<file path="src/external_data_move_timing_pkg.sv">
// constants and types shared by the external data move sequencer
package external_data_move_timing_pkg;

    // ****************************************************************
    // machine cycle states
    // ****************************************************************
    typedef enum logic [1:0] {
        STATE_ONE,
        STATE_TWO,
        STATE_THREE,
        STATE_FOUR
    } mc_state_e;

    localparam int unsigned STATES_PER_CYCLE = 4;

    // ****************************************************************
    // special function register map
    // ****************************************************************
    localparam logic [7:0] DATA_POINTER_SELECT_ADDR    = 8'h86;
    localparam logic [7:0] CLOCK_CONTROL_REGISTER_ADDR = 8'h9F;
    localparam int unsigned POINTER_SELECT_FLAG_BIT    = 0;
    localparam int unsigned STRETCH_FIELD_LSB          = 0;
    localparam int unsigned STRETCH_FIELD_WIDTH        = 3;
    localparam logic [2:0]  STRETCH_RESET              = 3'h1;
    localparam logic        POINTER_SELECT_RESET       = 1'b0;

    // ****************************************************************
    // instruction timing
    // ****************************************************************
    localparam logic [3:0] MIN_CYCLES       = 4'h1;
    localparam logic [3:0] MAX_PLAIN_CYCLES = 4'h5;
    localparam logic [3:0] EXTERNAL_DATA_MOVE_BASE_CYCLES = 4'h2;
    // strobe timing in clocks counted from state_one of the first access cycle
    localparam logic [5:0] STROBE_START_FAST = 6'h01;
    localparam logic [5:0] STROBE_WIDTH_FAST = 6'h02;
    localparam logic [5:0] STROBE_START      = 6'h02;
    localparam logic [5:0] STROBE_PER_STEP   = 6'h04;

    // ****************************************************************
    // external data move opcodes
    // ****************************************************************
    localparam logic [7:0] OP_READ_POINTER   = 8'hE0;
    localparam logic [7:0] OP_READ_INDIR0    = 8'hE2;
    localparam logic [7:0] OP_READ_INDIR1    = 8'hE3;
    localparam logic [7:0] OP_WRITE_POINTER  = 8'hF0;
    localparam logic [7:0] OP_WRITE_INDIR0   = 8'hF2;
    localparam logic [7:0] OP_WRITE_INDIR1   = 8'hF3;

endpackage

</file>
<file path="src/external_data_move_cycle_timing.sv">
// machine cycle sequencer with stretchable external data move and dual pointers
`timescale 1ns/10ps

// Operation
// - every machine cycle lasts exactly four clock periods, one per state
// - states run state_one, state_two, state_three, state_four in that order
// - only the rising clock edge used internally; near 50% duty recommended
// - one opcode fetched per instruction, at the end of its last machine cycle; length usually equals byte count
// - half of all opcodes execute in a single machine cycle
// - cycle count comes from the decoded opcode, not from byte length
// - other instructions last one to five machine cycles
// - external data move lasts two to nine machine cycles
// - read or write strobe lasts four clocks per added cycle, two clocks with no added cycle
// - external data moves target off-chip memory and mapped peripherals alike
// - indirect form takes address low byte from chosen bank register
// - indirect form takes address high byte from the port 2 latch
// - pointer form uses the full 16 bits of the selected data pointer
// - pointer select flag is bit 0 of register at 86h
// - other bits of pointer select register have no effect, read zero
// - flag 0 selects first data pointer, flag 1 the second
// - three-bit stretch field; external data move lasts stretch plus two
// - stretch is one after reset, giving three machine cycles
module external_data_move_cycle_timing (
    input  wire logic                          clk_sys,
    input  wire logic                          srst,
    // instruction issue from the fetch and decode unit
    input  wire logic                          instr_valid,
    input  wire logic [7:0]                    opcode,
    input  wire logic [3:0]                    decoded_cycles,
    input  wire logic [7:0]                    indirect_index_register,
    input  wire logic [7:0]                    port2_latch,
    input  wire logic [15:0]                   first_data_pointer,
    input  wire logic [15:0]                   second_data_pointer,
    // special function register access
    input  wire logic [7:0]                    sfr_addr,
    input  wire logic [7:0]                    sfr_wdata,
    input  wire logic                          sfr_wr,
    input  wire logic                          sfr_inc,
    output logic [7:0]                         sfr_rdata,
    // sequencing status
    output external_data_move_timing_pkg::mc_state_e         mc_state,
    output logic                               instr_taken,
    output logic [3:0]                         instr_cycles,
    output logic                               pointer_select_flag,
    // external data bus control
    output logic [15:0]                        ext_addr,
    output logic                               ext_rd_n,
    output logic                               ext_wr_n
);
    import external_data_move_timing_pkg::*;

    // ****************************************************************
    // registers
    // ****************************************************************
    mc_state_e   state_ff,     nxt_state;
    logic [3:0]  mc_idx_ff,    nxt_mc_idx;
    logic [3:0]  len_ff,       nxt_len;
    logic        taken_ff,     nxt_taken;
    logic        is_read_ff,   nxt_is_read;
    logic        is_write_ff,  nxt_is_write;
    logic [15:0] addr_ff,      nxt_addr;
    logic        rd_n_ff,      nxt_rd_n;
    logic        wr_n_ff,      nxt_wr_n;
    logic        dps_ff,       nxt_dps;
    logic [2:0]  stretch_ff,   nxt_stretch;
    logic [7:0]  rdata_ff,     nxt_rdata;

    // ****************************************************************
    // opcode decode
    // ****************************************************************
    logic        op_read;
    logic        op_write;
    logic        op_pointer;
    logic [3:0]  op_len;
    logic [15:0] sel_pointer;
    logic        last_cycle;
    logic [5:0]  access_clk;
    logic        strobe_on;
    logic [5:0]  strobe_lo;
    logic [5:0]  strobe_hi;

    always_comb begin
        op_read    = (opcode == OP_READ_POINTER) || (opcode == OP_READ_INDIR0)
                     || (opcode == OP_READ_INDIR1);
        op_write   = (opcode == OP_WRITE_POINTER) || (opcode == OP_WRITE_INDIR0)
                     || (opcode == OP_WRITE_INDIR1);
        op_pointer = (opcode == OP_READ_POINTER) || (opcode == OP_WRITE_POINTER);
        // pointer choice follows the select flag
        sel_pointer = dps_ff ? second_data_pointer : first_data_pointer;
        if (op_read || op_write) begin
            op_len = EXTERNAL_DATA_MOVE_BASE_CYCLES + {1'b0, stretch_ff};
        end else if (decoded_cycles < MIN_CYCLES) begin
            op_len = MIN_CYCLES;
        end else if (decoded_cycles > MAX_PLAIN_CYCLES) begin
            op_len = MAX_PLAIN_CYCLES;
        end else begin
            op_len = decoded_cycles;
        end
        last_cycle = (mc_idx_ff == len_ff - MIN_CYCLES);
    end

    // ****************************************************************
    // machine cycle sequencing
    // ****************************************************************
    always_comb begin
        nxt_state    = state_ff;
        nxt_mc_idx   = mc_idx_ff;
        nxt_len      = len_ff;
        nxt_taken    = 1'b0;
        nxt_is_read  = is_read_ff;
        nxt_is_write = is_write_ff;
        nxt_addr     = addr_ff;
        // one clock per state, states in fixed order
        case (state_ff)
            STATE_ONE: begin
                nxt_state = STATE_TWO;
            end
            STATE_TWO: begin
                nxt_state = STATE_THREE;
            end
            STATE_THREE: begin
                nxt_state = STATE_FOUR;
            end
            default: begin
                nxt_state = STATE_ONE;
                if (last_cycle) begin
                    nxt_mc_idx   = 4'h0;
                    nxt_is_read  = 1'b0;
                    nxt_is_write = 1'b0;
                    nxt_len      = MIN_CYCLES;
                    // next opcode fetched only at the boundary that ends the last machine cycle
                    if (instr_valid) begin
                        nxt_taken    = 1'b1;
                        nxt_len      = op_len;
                        nxt_is_read  = op_read;
                        nxt_is_write = op_write;
                        if (op_pointer) begin
                            nxt_addr = sel_pointer;
                        end else if (op_read || op_write) begin
                            nxt_addr = {port2_latch, indirect_index_register};
                        end
                    end
                end else begin
                    nxt_mc_idx = mc_idx_ff + 4'h1;
                end
            end
        endcase
    end

    // ****************************************************************
    // read and write strobes
    // ****************************************************************
    always_comb begin
        // clocks elapsed since state_one of the first access cycle
        access_clk = 6'h0;
        if (nxt_mc_idx != 4'h0) begin
            access_clk = {nxt_mc_idx - 4'h1, 2'b00} + {4'h0, nxt_state};
        end
        // all register updates happen on the rising edge; strobe
        // edges fall on whole-state boundaries for this reason
        if (stretch_ff == 3'h0) begin
            strobe_lo = STROBE_START_FAST;
            strobe_hi = STROBE_START_FAST + STROBE_WIDTH_FAST;
        end else begin
            strobe_lo = STROBE_START;
            strobe_hi = STROBE_START + STROBE_PER_STEP * {3'h0, stretch_ff};
        end
        strobe_on = (nxt_mc_idx != 4'h0) && (access_clk >= strobe_lo)
                    && (access_clk < strobe_hi);
        nxt_rd_n  = ~(strobe_on && nxt_is_read);
        nxt_wr_n  = ~(strobe_on && nxt_is_write);
    end

    // ****************************************************************
    // special function registers
    // ****************************************************************
    always_comb begin
        nxt_dps     = dps_ff;
        nxt_stretch = stretch_ff;
        nxt_rdata   = 8'h00;
        if (sfr_inc && (sfr_addr == DATA_POINTER_SELECT_ADDR)) begin
            // increment flips the flag only; upper bits stay zero
            nxt_dps = ~dps_ff;
        end else if (sfr_wr && (sfr_addr == DATA_POINTER_SELECT_ADDR)) begin
            nxt_dps = sfr_wdata[POINTER_SELECT_FLAG_BIT];
        end else if (sfr_wr && (sfr_addr == CLOCK_CONTROL_REGISTER_ADDR)) begin
            nxt_stretch = sfr_wdata[STRETCH_FIELD_LSB +: STRETCH_FIELD_WIDTH];
        end
        if (sfr_addr == DATA_POINTER_SELECT_ADDR) begin
            nxt_rdata[POINTER_SELECT_FLAG_BIT] = nxt_dps;
        end else if (sfr_addr == CLOCK_CONTROL_REGISTER_ADDR) begin
            nxt_rdata[STRETCH_FIELD_LSB +: STRETCH_FIELD_WIDTH] = nxt_stretch;
        end
    end

    always_ff @(posedge clk_sys) begin
        if (srst) begin
            state_ff    <= STATE_ONE;
            mc_idx_ff   <= 4'h0;
            len_ff      <= MIN_CYCLES;
            taken_ff    <= 1'b0;
            is_read_ff  <= 1'b0;
            is_write_ff <= 1'b0;
            addr_ff     <= 16'h0000;
            rd_n_ff     <= 1'b1;
            wr_n_ff     <= 1'b1;
            dps_ff      <= POINTER_SELECT_RESET;
            stretch_ff  <= STRETCH_RESET;
            rdata_ff    <= 8'h00;
        end else begin
            state_ff    <= nxt_state;
            mc_idx_ff   <= nxt_mc_idx;
            len_ff      <= nxt_len;
            taken_ff    <= nxt_taken;
            is_read_ff  <= nxt_is_read;
            is_write_ff <= nxt_is_write;
            addr_ff     <= nxt_addr;
            rd_n_ff     <= nxt_rd_n;
            wr_n_ff     <= nxt_wr_n;
            dps_ff      <= nxt_dps;
            stretch_ff  <= nxt_stretch;
            rdata_ff    <= nxt_rdata;
        end
    end

    assign mc_state            = state_ff;
    assign instr_taken         = taken_ff;
    assign instr_cycles        = len_ff;
    assign pointer_select_flag = dps_ff;
    assign ext_addr            = addr_ff;
    assign ext_rd_n            = rd_n_ff;
    assign ext_wr_n            = wr_n_ff;
    assign sfr_rdata           = rdata_ff;

endmodule

</file>
<file path="config.mk">
export PLATFORM = sky130hd
export DESIGN_NAME = external_data_move_cycle_timing
export DESIGN_NICKNAME = d
export VERILOG_FILES = /design/src/external_data_move_timing_pkg.sv /design/src/external_data_move_cycle_timing.sv
export SDC_FILE = /design/constraint.sdc
export NUM_CORES = 1
export LEC_CHECK = 0
export ABC_AREA = 1
export BUFFER_PORTS_ARGS = -buffer_cell sky130_fd_sc_hd__buf_2
export CAP_MARGIN = 25
export CORE_ASPECT_RATIO = 1.4
export CORE_UTILIZATION = 51
export CTS_BUF_LIST = sky130_fd_sc_hd__clkbuf_16
export DETAILED_ROUTE_END_ITERATION = 6
export PLACE_DENSITY_LB_ADDON = 0.25
export SLEW_MARGIN = 20
export SYNTH_ARGS = -nofsm -noshare
export SYNTH_HDL_FRONTEND = slang
export SYNTH_SLANG_ARGS = --single-unit
</file>
<file path="constraint.sdc">
create_clock -name clk_sys -period 7.6 [get_ports clk_sys]
set_input_delay 1.52 -clock clk_sys [delete_from_list [all_inputs] [get_ports clk_sys]]
set_output_delay 1.52 -clock clk_sys [all_outputs]
set_load 0.005 [all_outputs]
</file>
==> results_dict.tcl, run 1 <==
set metrics [dict create \
    rsz0062_at_grt "false" \
    diodes 0 \
    final-seq-area_sq_um 760.7 \
    multiInputGateArea_sq_um 1405 \
    total_leakage_power_nw 1.674 \
    clk_pin_slew_worst_paths_ns 0.05 \
    r2r-start "instr_cycles[0]" \
    dpl_cell_area_sq_um 2973 \
    syn_inst 362 \
    grt_pass1_vias 2515 \
    drtPass1Iterations 4 \
    avgSynthCellArea_sq_um 6.833 \
    ys_warn_count 0 \
    finalWirelength_mm 5.991 \
    ys_types 36 \
    grt_overflow 0 \
    layoutNonFillerInstCount 521 \
    post-route-util_pct 67.50 \
    slew_violations 0 \
    hold_buffers 0 \
    critical_path_required_ns 7.76 \
    r2r-end "ext_wr_n" \
    clock_sinks 38 \
    finClkSkew_ns 0.004254 \
    fin_area_sq_um 3110 \
    die-area_sq_um 5137 \
    syn_to_final_growth_pct 25.75 \
    portBuffers 104 \
    synthesis.area_sq_um 2474 \
    ys_seq_elements 38 \
    layout.nets 553 \
    hold_class "reg -> reg" \
    pwr_density_cell_nw_per_um2 193.1 \
    fmax_mhz 317.1 \
    setup_tns_ns 0 \
    placed_cells 513 \
    antenna_left 0 \
    post_drt_via_cell_ratio 4.998 \
    drt-initial-drc-count 97 \
    wl_per_cell_um 11.50 \
    cts_buffer_depth 2 \
    critPathLaunchType "flip-flop" \
    status "finished clean" \
    peakVddDrop_uv 100.2 \
    start_util_pct 53.68 \
    endpoint "ext_wr_n" \
    finalSetupViolations 0 \
    min_path_cells 2 \
    cts_tree "yes" \
    coreArea_sq_um 4608 \
    insertion_delay_ns 0.28 \
    numCtsBuffers 5 \
    fin_hold_ws_ns 0.4731 \
    gp_congestion 0.8418 \
    period_needed_ns 3.154 \
    drv_cap 0 \
    hold_viol 0 \
    detailed_place_hpwl_mm 4.804 \
    rows 29 \
    final_cell_mix "buf_2, inv_1, nand2_1" \
    die_w_um 60.86 \
    ys_seq_area_share_pct 30.75 \
    antenna_found_initial 0 \
    cts-resized-gates 0 \
    drive_gt1_share_pct 33.33 \
    final_common_cell "buf_2" \
    postCtsSetupBuffers 0 \
    grt_usage_pct 25.87 \
    critical_path_peak_fanout 11 \
    vias 2604 \
    endpoint_kind "flip-flop" \
    cts-htree-levels 2 \
    fillers 457 \
    arrival_ns 3.32 \
    crit_path_start "instr_cycles[0]" \
    path_class "reg -> reg" \
    r2r_cells 19 \
    min_period_over_period_pct 41.50 \
    worstMarginPinSlew_ns 0.9096 \
    relSlewSlack_pct 39.36 \
    io_pins 115 \
    root_buffer "clkbuf_16" \
    reg2reg_slack_ns 4.45 \
    grt_pass1_wl_mm 10.07 \
    grt_max_degree 33 \
    drc 0 \
    die_h_um 84.41 \
]
-- registers in the layout (all words and copies together) (netlist names), 2 cells and up --
| name | flops |
|---|---|
| stretch_ff | 3 |
| sfr_rdata | 3 |
| ext_addr | 16 |
| mc_state | 2 |
| mc_idx_ff | 4 |
| instr_cycles | 4 |
-- metrics by stage --
step | power [mW] | setup WS [ns]
after CTS | 0.6073 | 4.431
final | 0.6007 | 4.446
after global placement | 0.4011 | 4.221
after floorplan | 0.3529 | 4.839
after detailed placement | 0.4125 | 4.209
after global routing | 0.6399 | 4.166
-- how the worst min path moves through the flow --
stage,to,startpoint,slack (ns)
floorplan,is_write_ff,is_write_ff,0.45
global placement,is_write_ff,is_write_ff,0.46
detailed placement,is_write_ff,is_write_ff,0.47
CTS,is_write_ff,is_write_ff,0.47
global route,instr_cycles[1],instr_cycles[1],0.50
finish,is_write_ff,is_write_ff,0.47
-- power breakdown --
group / internal (mW) / leakage, nW / switching (mW)
clock network: 0.118 / 0.0724 / 0.0755
logic: 0.0745 / 1.29 / 0.110
registers: 0.210 / 0.307 / 0.0119
-- cell usage after synthesis, drive strengths merged --
| cell | n | area share (%) |
|---|---|---|
| nor3b | 1 | 0.30 |
| nand3 | 15 | 3.4 |
| nand3b | 2 | 0.61 |
| o21ai | 40 | 8.2 |
| and3 | 2 | 0.51 |
| conb | 1 | 0.15 |
| nor4 | 2 | 0.51 |
| buf | 13 | 3.7 |
| xor2 | 2 | 0.71 |
| nand4 | 1 | 0.25 |
| a31oi | 1 | 0.25 |
| nor2 | 56 | 9.6 |
| nand2 | 56 | 8.9 |
| a21oi | 10 | 2.5 |
| nor3 | 6 | 1.7 |
| dfxtp | 38 | 31 |
| clkbuf | 6 | 0.91 |
| o211ai | 18 | 5.5 |
| ha | 14 | 7.1 |
| xnor2 | 2 | 0.71 |
| o22ai | 1 | 0.25 |
| or2 | 20 | 5.1 |
| inv | 55 | 8.4 |
-- critical path, cell delays in order, from the launching register on --
cell	delay [ns]
dfxtp_1	0.37
inv_2	0.06
ha_1	0.30
inv_1	0.06
nand2_1	0.04
nand2_1	0.06
nand3_1	0.07
nor2_2	0.14
nand3_2	0.26
nand2_1	0.21
ha_1	0.25
or2_1	0.23
inv_1	0.06
ha_1	0.24
a21oi_1	0.13
nand2_1	0.07
a21oi_1	0.13
nand2_1	0.07
nor2_1	0.20
nand2_1	0.07
-- final cells by class --
cell class / instances / area share, %
timing repair buffer: 104 / 16.73
tap: 62 / 2.494
inverter: 55 / 6.718
sequential: 38 / 24.46
clock buffer: 5 / 4.023
clock inverter: 3 / 0.4023
multi-input combinational: 254 / 45.17
-- cell families (layout without fill, tap and decap cells) --
logic type	count (synthesis)	count (layout)	share of synthesized area (%)
other cells	1	5	0.1516
buf+inv	74	167	13.05
compound gates	70	70	16.69
flops	38	38	30.75
fa+ha+maj	14	14	7.082
simple gates	161	161	30.85
xor+xnor	4	4	1.417
-- metal layers --
| metal | vias up | part of all wire [%] | wire [um] | GRT usage [%] |
|---|---|---|---|---|
| met5 | - | 0 | 0 | 0 |
| met4 | 0 | 3.8 | 226 | 14.88 |
| li1 | 1338 | - | - | - |
| met2 | 81 | 55 | 3322 | 49.15 |
| met1 | 1168 | 37 | 2207 | 24.59 |
| met3 | 17 | 3.9 | 235 | 3.852 |
Power figures use the tool's default switching activity.
==> run 2: changes to the inputs <==
--- a/config.mk
+++ b/config.mk
@@ -9,7 +9,7 @@
 export BUFFER_PORTS_ARGS = -buffer_cell sky130_fd_sc_hd__buf_2
 export CAP_MARGIN = 25
 export CORE_ASPECT_RATIO = 1.4
-export CORE_UTILIZATION = 51
+export CORE_UTILIZATION = 47
 export CTS_BUF_LIST = sky130_fd_sc_hd__clkbuf_16
 export DETAILED_ROUTE_END_ITERATION = 6
 export PLACE_DENSITY_LB_ADDON = 0.25
==> constraint.sdc (replaced) <==
create_clock -name clk_sys -period 3 [get_ports clk_sys]
set_input_delay 0.6 -clock clk_sys [delete_from_list [all_inputs] [get_ports clk_sys]]
set_output_delay 0.6 -clock clk_sys [all_outputs]
set_load 0.005 [all_outputs]
==> results_dict.tcl, run 2 (synthesis results as in run 1) <==
set metrics [dict create \
    drt-initial-drc-count 68 \
    cts-htree-levels 2 \
    period_needed_ns 2.799 \
    rows 30 \
    peakVddDrop_uv 239.1 \
    critical_path_peak_fanout 4 \
    post_drt_via_cell_ratio 4.895 \
    finalWirelength_mm 5.990 \
    drive_gt1_share_pct 36.19 \
    critPathLaunchType "flip-flop" \
    min_period_over_period_pct 93.31 \
    io_pins 115 \
    relSlewSlack_pct 57.04 \
    slowest_delay_ns 0.34 \
    root_buffer "clkbuf_16" \
    path_class "reg -> reg" \
    final_cell_mix "buf_2, inv_1, nand2_1" \
    placed_cells 522 \
    path_cells "inv_2 > ha_1 > inv_1 > nand2_1 > nand2_1 > nand3_2 > nor2_4 > nand2_2 > a21oi_2 > ha_1 > or2_1 > inv_1 > ha_1 > a21oi_2 > nand2_1 > a21oi_1 > nand2_1 > nor2_2 > nand2_1" \
    grt_usage_pct 23.40 \
    worst_path_max_delay_cell "dfxtp_2" \
    cts_buffer_depth 2 \
    total_leakage_power_nw 1.727 \
    hold_class "reg -> reg" \
    hold_buffers 0 \
    r2r_cells 19 \
    die-area_sq_um 5562 \
    wl_per_cell_um 11.28 \
    drc 0 \
    grt_overflow 0 \
    cp_common_cell "nand2_1" \
    layoutNonFillerInstCount 531 \
    coreArea_sq_um 4955 \
    largest_reg_flops 16 \
    vias 2599 \
    gp_congestion 0.8549 \
    drtPass1Iterations 4 \
    status "finished clean" \
    grt_pass1_vias 2521 \
    portBuffers 104 \
    cts_tree "yes" \
    slew_violations 0 \
    power_mw 1.586 \
    worstMarginPinSlew_ns 0.6385 \
    detailed_place_hpwl_mm 4.868 \
    drv_cap 0 \
    antenna_left 0 \
    hold_viol 0 \
    grt_pass1_wl_mm 10.26 \
    fin_hold_ws_ns 0.4758 \
    antenna_found_initial 0 \
    layout.nets 562 \
    die_h_um 87.84 \
    clock_sinks 38 \
    fmax_mhz 357.2 \
    finClkSkew_ns 0.003298 \
    numCtsBuffers 5 \
    critical_path_required_ns 3.17 \
    arrival_ns 2.97 \
    endpoint_kind "flip-flop" \
    pwr_density_cell_nw_per_um2 494.3 \
    finalSetupViolations 0 \
    start_util_pct 49.92 \
    insertion_delay_ns 0.28 \
    final_common_cell "buf_2" \
    clk_pin_slew_worst_paths_ns 0.05 \
    die_w_um 63.32 \
    min_path_cells 2 \
    grt_max_degree 33 \
    syn_to_final_growth_pct 29.74 \
    diodes 0 \
]
## run 2: changes by cell type in the layout (fill, tap and decap cells not counted), moves of 2 or more
| cell | delta |
|---|---|
| buf_4 | +9 |
| dfxtp_1 | -2 |
| dfxtp_2 | +2 |
| nand2_1 | -2 |
| nand2_2 | +2 |
## run 2: metrics by stage
step	cell area [sq um]	utilization, %	setup TNS [ns]	worst slack, ns
after floorplan	2489	-	0	0.2394
final	3209	64.77	0	0.2008
after global routing	3209	64.77	-0.07680	-0.04172
after global placement	3028	61.11	0	0.2206
after CTS	3161	63.79	0	0.07281
after detailed placement	3028	61.11	0	0.1165
## run 2: report_power, final
part / internal, mW / switching (mW)
clock network: 0.297 / 0.186
registers: 0.534 / 0.0295
logic: 0.234 / 0.306
total: 1.06 / 0.522
## run 2: per-layer routing
layer	up-vias	global-route usage, %	wire length, um
li1	1356	-	-
met3	13	2.995	217
met4	0	11.98	180
met5	-	0	0
met2	73	48.00	3366
met1	1157	22.32	2226
## run 2: worst max-delay path: cells and delay by family (launching register included)
| kind | cells | cell delay, ns |
|---|---|---|
| adders and majority gates | 3 | 0.79 |
| buffers and inverters | 3 | 0.17 |
| and+or+nand+nor | 10 | 0.95 |
| AOI/OAI and AO/OA | 3 | 0.43 |
| DFF | 1 | 0.34 |
## run 2: cell type report
type,count,area (sq um)
inverters,55,209.0
repair buffers,113,588.1
clock buffers,5,125.1
fillers,492,1745
multi-input cells,254,1436
clock inverters,2,7.507
flip-flops and latches,38,763.2
well taps,64,80.08
## run 2: what timing repair did
item                       4_1_cts  5_1_grt
buffers inserted                 0        2
setup endpoints to repair        0        2
resized for setup                0       10
## run 2: worst paths after layout
kind | end | slack [ns] | startpoint
max reg2reg | ext_wr_n | 0.20 | instr_cycles[0]
min reg2reg | instr_cycles[1] | 0.48 | instr_cycles[1]
min | instr_cycles[1] | 0.48 | instr_cycles[1]
max | ext_wr_n | 0.20 | instr_cycles[0]
==> run 3: changes to the inputs <==
--- a/config.mk
+++ b/config.mk
@@ -5,11 +5,12 @@
 export SDC_FILE = /design/constraint.sdc
 export NUM_CORES = 1
 export LEC_CHECK = 0
-export ABC_AREA = 1
 export BUFFER_PORTS_ARGS = -buffer_cell sky130_fd_sc_hd__buf_2
 export CAP_MARGIN = 25
+export CELL_PAD_IN_SITES_DETAIL_PLACEMENT = 0
+export CELL_PAD_IN_SITES_GLOBAL_PLACEMENT = 1
 export CORE_ASPECT_RATIO = 1.4
-export CORE_UTILIZATION = 47
+export CORE_UTILIZATION = 33
 export CTS_BUF_LIST = sky130_fd_sc_hd__clkbuf_16
 export DETAILED_ROUTE_END_ITERATION = 6
 export PLACE_DENSITY_LB_ADDON = 0.25
==> results_dict.tcl, run 3 <==
set metrics [dict create \
    status "finished clean" \
    ys_types 42 \
    power_mw 1.377 \
    rows 36 \
    critical_path_peak_fanout 3 \
    synth_ff_type "dfxtp_1" \
    grt_overflow 0 \
    synth_edf_count 0 \
    relSlewSlack_pct 48.19 \
    critPathLaunchType "flip-flop" \
    die-area_sq_um 7591 \
    worstMarginPinSlew_ns 0.7701 \
    ys_warn_count 0 \
    cts_tree "yes" \
    yosys-top-cells-count "dfxtp_1, nor2_1, nand2_1" \
    r2r-end "ext_wr_n" \
    grt_usage_pct 16.11 \
    syn_to_final_growth_pct 36.70 \
    r2r_cells 14 \
    arrival_ns 2.96 \
    grt_pass1_vias 2157 \
    post_drt_via_cell_ratio 4.809 \
    dp_slack_ns 0.06209 \
    avgSynthCellArea_sq_um 8.474 \
    diodes 0 \
    vias 2366 \
    post-route-util_pct 46.79 \
    total_leakage_power_nw 1.458 \
    placed_cells 481 \
    r2r-start "instr_cycles[0]" \
    finalWirelength_mm 6.059 \
    drc 0 \
    wl_per_cell_um 12.32 \
    finClkSkew_ns 0.003353 \
    drtPass1Iterations 4 \
    period_needed_ns 2.794 \
    ys_seq_area_share_pct 31.83 \
    grt_pass1_wl_mm 9.466 \
    final_common_cell "buf_2" \
    root_buffer "clkbuf_16" \
    synth_most_common_cell "dfxtp_1" \
    fmax_mhz 357.9 \
    insertion_delay_ns 0.28 \
    die_h_um 102.7 \
    drive_gt1_share_pct 37.03 \
    peakVddDrop_uv 230.7 \
    hold_class "reg -> reg" \
    drv_cap 0 \
    finalSetupViolations 0 \
    setup_ws_ns 0.2056 \
    ys_seq_elements 38 \
    clock_sinks 38 \
    layoutNonFillerInstCount 492 \
    dpl_cell_area_sq_um 3054 \
    die_w_um 73.92 \
    yosys.area.top_type "dfxtp_1" \
    layout.nets 491 \
    endpoint_kind "flip-flop" \
    clk_pin_slew_worst_paths_ns 0.06 \
    antenna_left 0 \
    portBuffers 104 \
    coreArea_sq_um 6982 \
    final_cell_mix "buf_2, dfxtp_1, nor2_1" \
    holdCritStartpoint "is_read_ff" \
    fin_area_sq_um 3267 \
    io_pins 115 \
    syn_inst 282 \
    slew_violations 0 \
    fillers 713 \
    min_path_cells 1 \
    synthesis.area_sq_um 2390 \
    drt-initial-drc-count 48 \
    cts-htree-levels 2 \
    min_to "ext_rd_n" \
    grt_max_degree 38 \
    antenna_found_initial 0 \
    hold_buffers 0 \
    hold_viol 0 \
    largest_reg_flops 16 \
    start_util_pct 34.23 \
    gp_congestion 0.7918 \
    synth_top_cell_area_share_pct 31.83 \
    synth_area_leaders "dfxtp_1, mux2i_1, ha_1, a211o_1, a21oi_1" \
    critical_path_required_ns 3.16 \
    cts_buffer_depth 2 \
    reg2reg_slack_ns 0.21 \
    async_flop_share_pct 0 \
    detailed_place_hpwl_mm 4.653 \
    pwr_density_cell_nw_per_um2 421.4 \
    numCtsBuffers 5 \
    min_period_over_period_pct 93.15 \
    path_class "reg -> reg" \
]
## run 3: changes by cell type in the layout (fill, tap and decap cells not counted), sizes merged, moves of 14 or more
cell,delta
o211ai,-17
mux2i,+23
o21ai,-33
nand2,-31
inv,-41
nor2,-26
or2,-20
a211o,+16
a21oi,+14
## run 3: how the worst max path moves through the flow
stage	end	start	slack (ns)
after floorplan	ext_rd_n	instr_cycles[0]	0.15
after detailed placement	ext_rd_n	instr_cycles[1]	0.06
after global routing	ext_wr_n	instr_cycles[0]	-0.01
after CTS	ext_rd_n	instr_cycles[1]	0.05
final	ext_wr_n	instr_cycles[0]	0.21
after global placement	ext_rd_n	instr_cycles[1]	0.08
## run 3: final cells by class
| type | instances | area (sq um) | area share, % |
|---|---|---|---|
| Multi-Input combinational cell | 213 | 1526 | 46.73 |
| Sequential cell | 38 | 764.5 | 23.40 |
| Timing Repair Buffer | 122 | 655.6 | 20.07 |
| Clock buffer | 5 | 125.1 | 3.830 |
| Tap cell | 95 | 118.9 | 3.638 |
| Inverter | 16 | 60.06 | 1.838 |
| Clock inverter | 3 | 16.27 | 0.4979 |
## run 3: repair_timing
action / in CTS / in global routing
endpoints found under the setup margin: 0 / 2
buffers inserted: 0 / 3
gates resized for setup: 0 / 13
## run 3: metal layers
metal / wire, um / vias to the layer above / part of all wire, % / GRT usage [%]
met5: 0 / - / 0 / 0
met4: 55 / 0 / 0.91 / 5.621
met3: 222 / 5 / 3.7 / 2.542
met2: 3263 / 66 / 54 / 30.49
met1: 2518 / 1082 / 42 / 17.74
li1: - / 1213 / - / -
## run 3: worst max-delay path, stage by stage, from the launching register on
cell,delay (ns)
dfxtp_2,0.31
inv_1,0.07
ha_1,0.16
xor3_1,0.26
nor3_4,0.26
nand2_2,0.11
a31oi_2,0.19
ha_2,0.32
nor3_2,0.18
ha_1,0.26
a21oi_1,0.13
nand2_1,0.06
nand2_1,0.06
nand4_1,0.11
o21bai_1,0.18
## run 3: kinds of logic (layout without fill, tap and decap cells)
group / after synthesis / count (layout) / synth area share, %
simple gates: 98 / 98 / 21.15
flops: 38 / 38 / 31.83
other cells: 1 / 5 / 0.1569
xor+xnor: 11 / 11 / 5.603
fa+ha+maj: 14 / 14 / 7.330
buf+inv: 35 / 146 / 7.068
mux: 23 / 23 / 9.633
compound gates: 62 / 62 / 17.23
## run 3: power breakdown
part           switching, mW  total, mW  internal [mW]
Clock                  0.199      0.502          0.303
Combinational          0.170      0.330          0.160
Sequential            0.0195      0.544          0.524
Total                  0.389       1.38          0.988
## run 3: per-stage QoR
stage | hold slack [ns] | TNS [ns]
after global routing | 0.4667 | -0.02237
after CTS | 0.4450 | 0
after detailed placement | 0.4355 | 0
after floorplan | 0.4183 | 0
after global placement | 0.4298 | 0
final | 0.4398 | 0
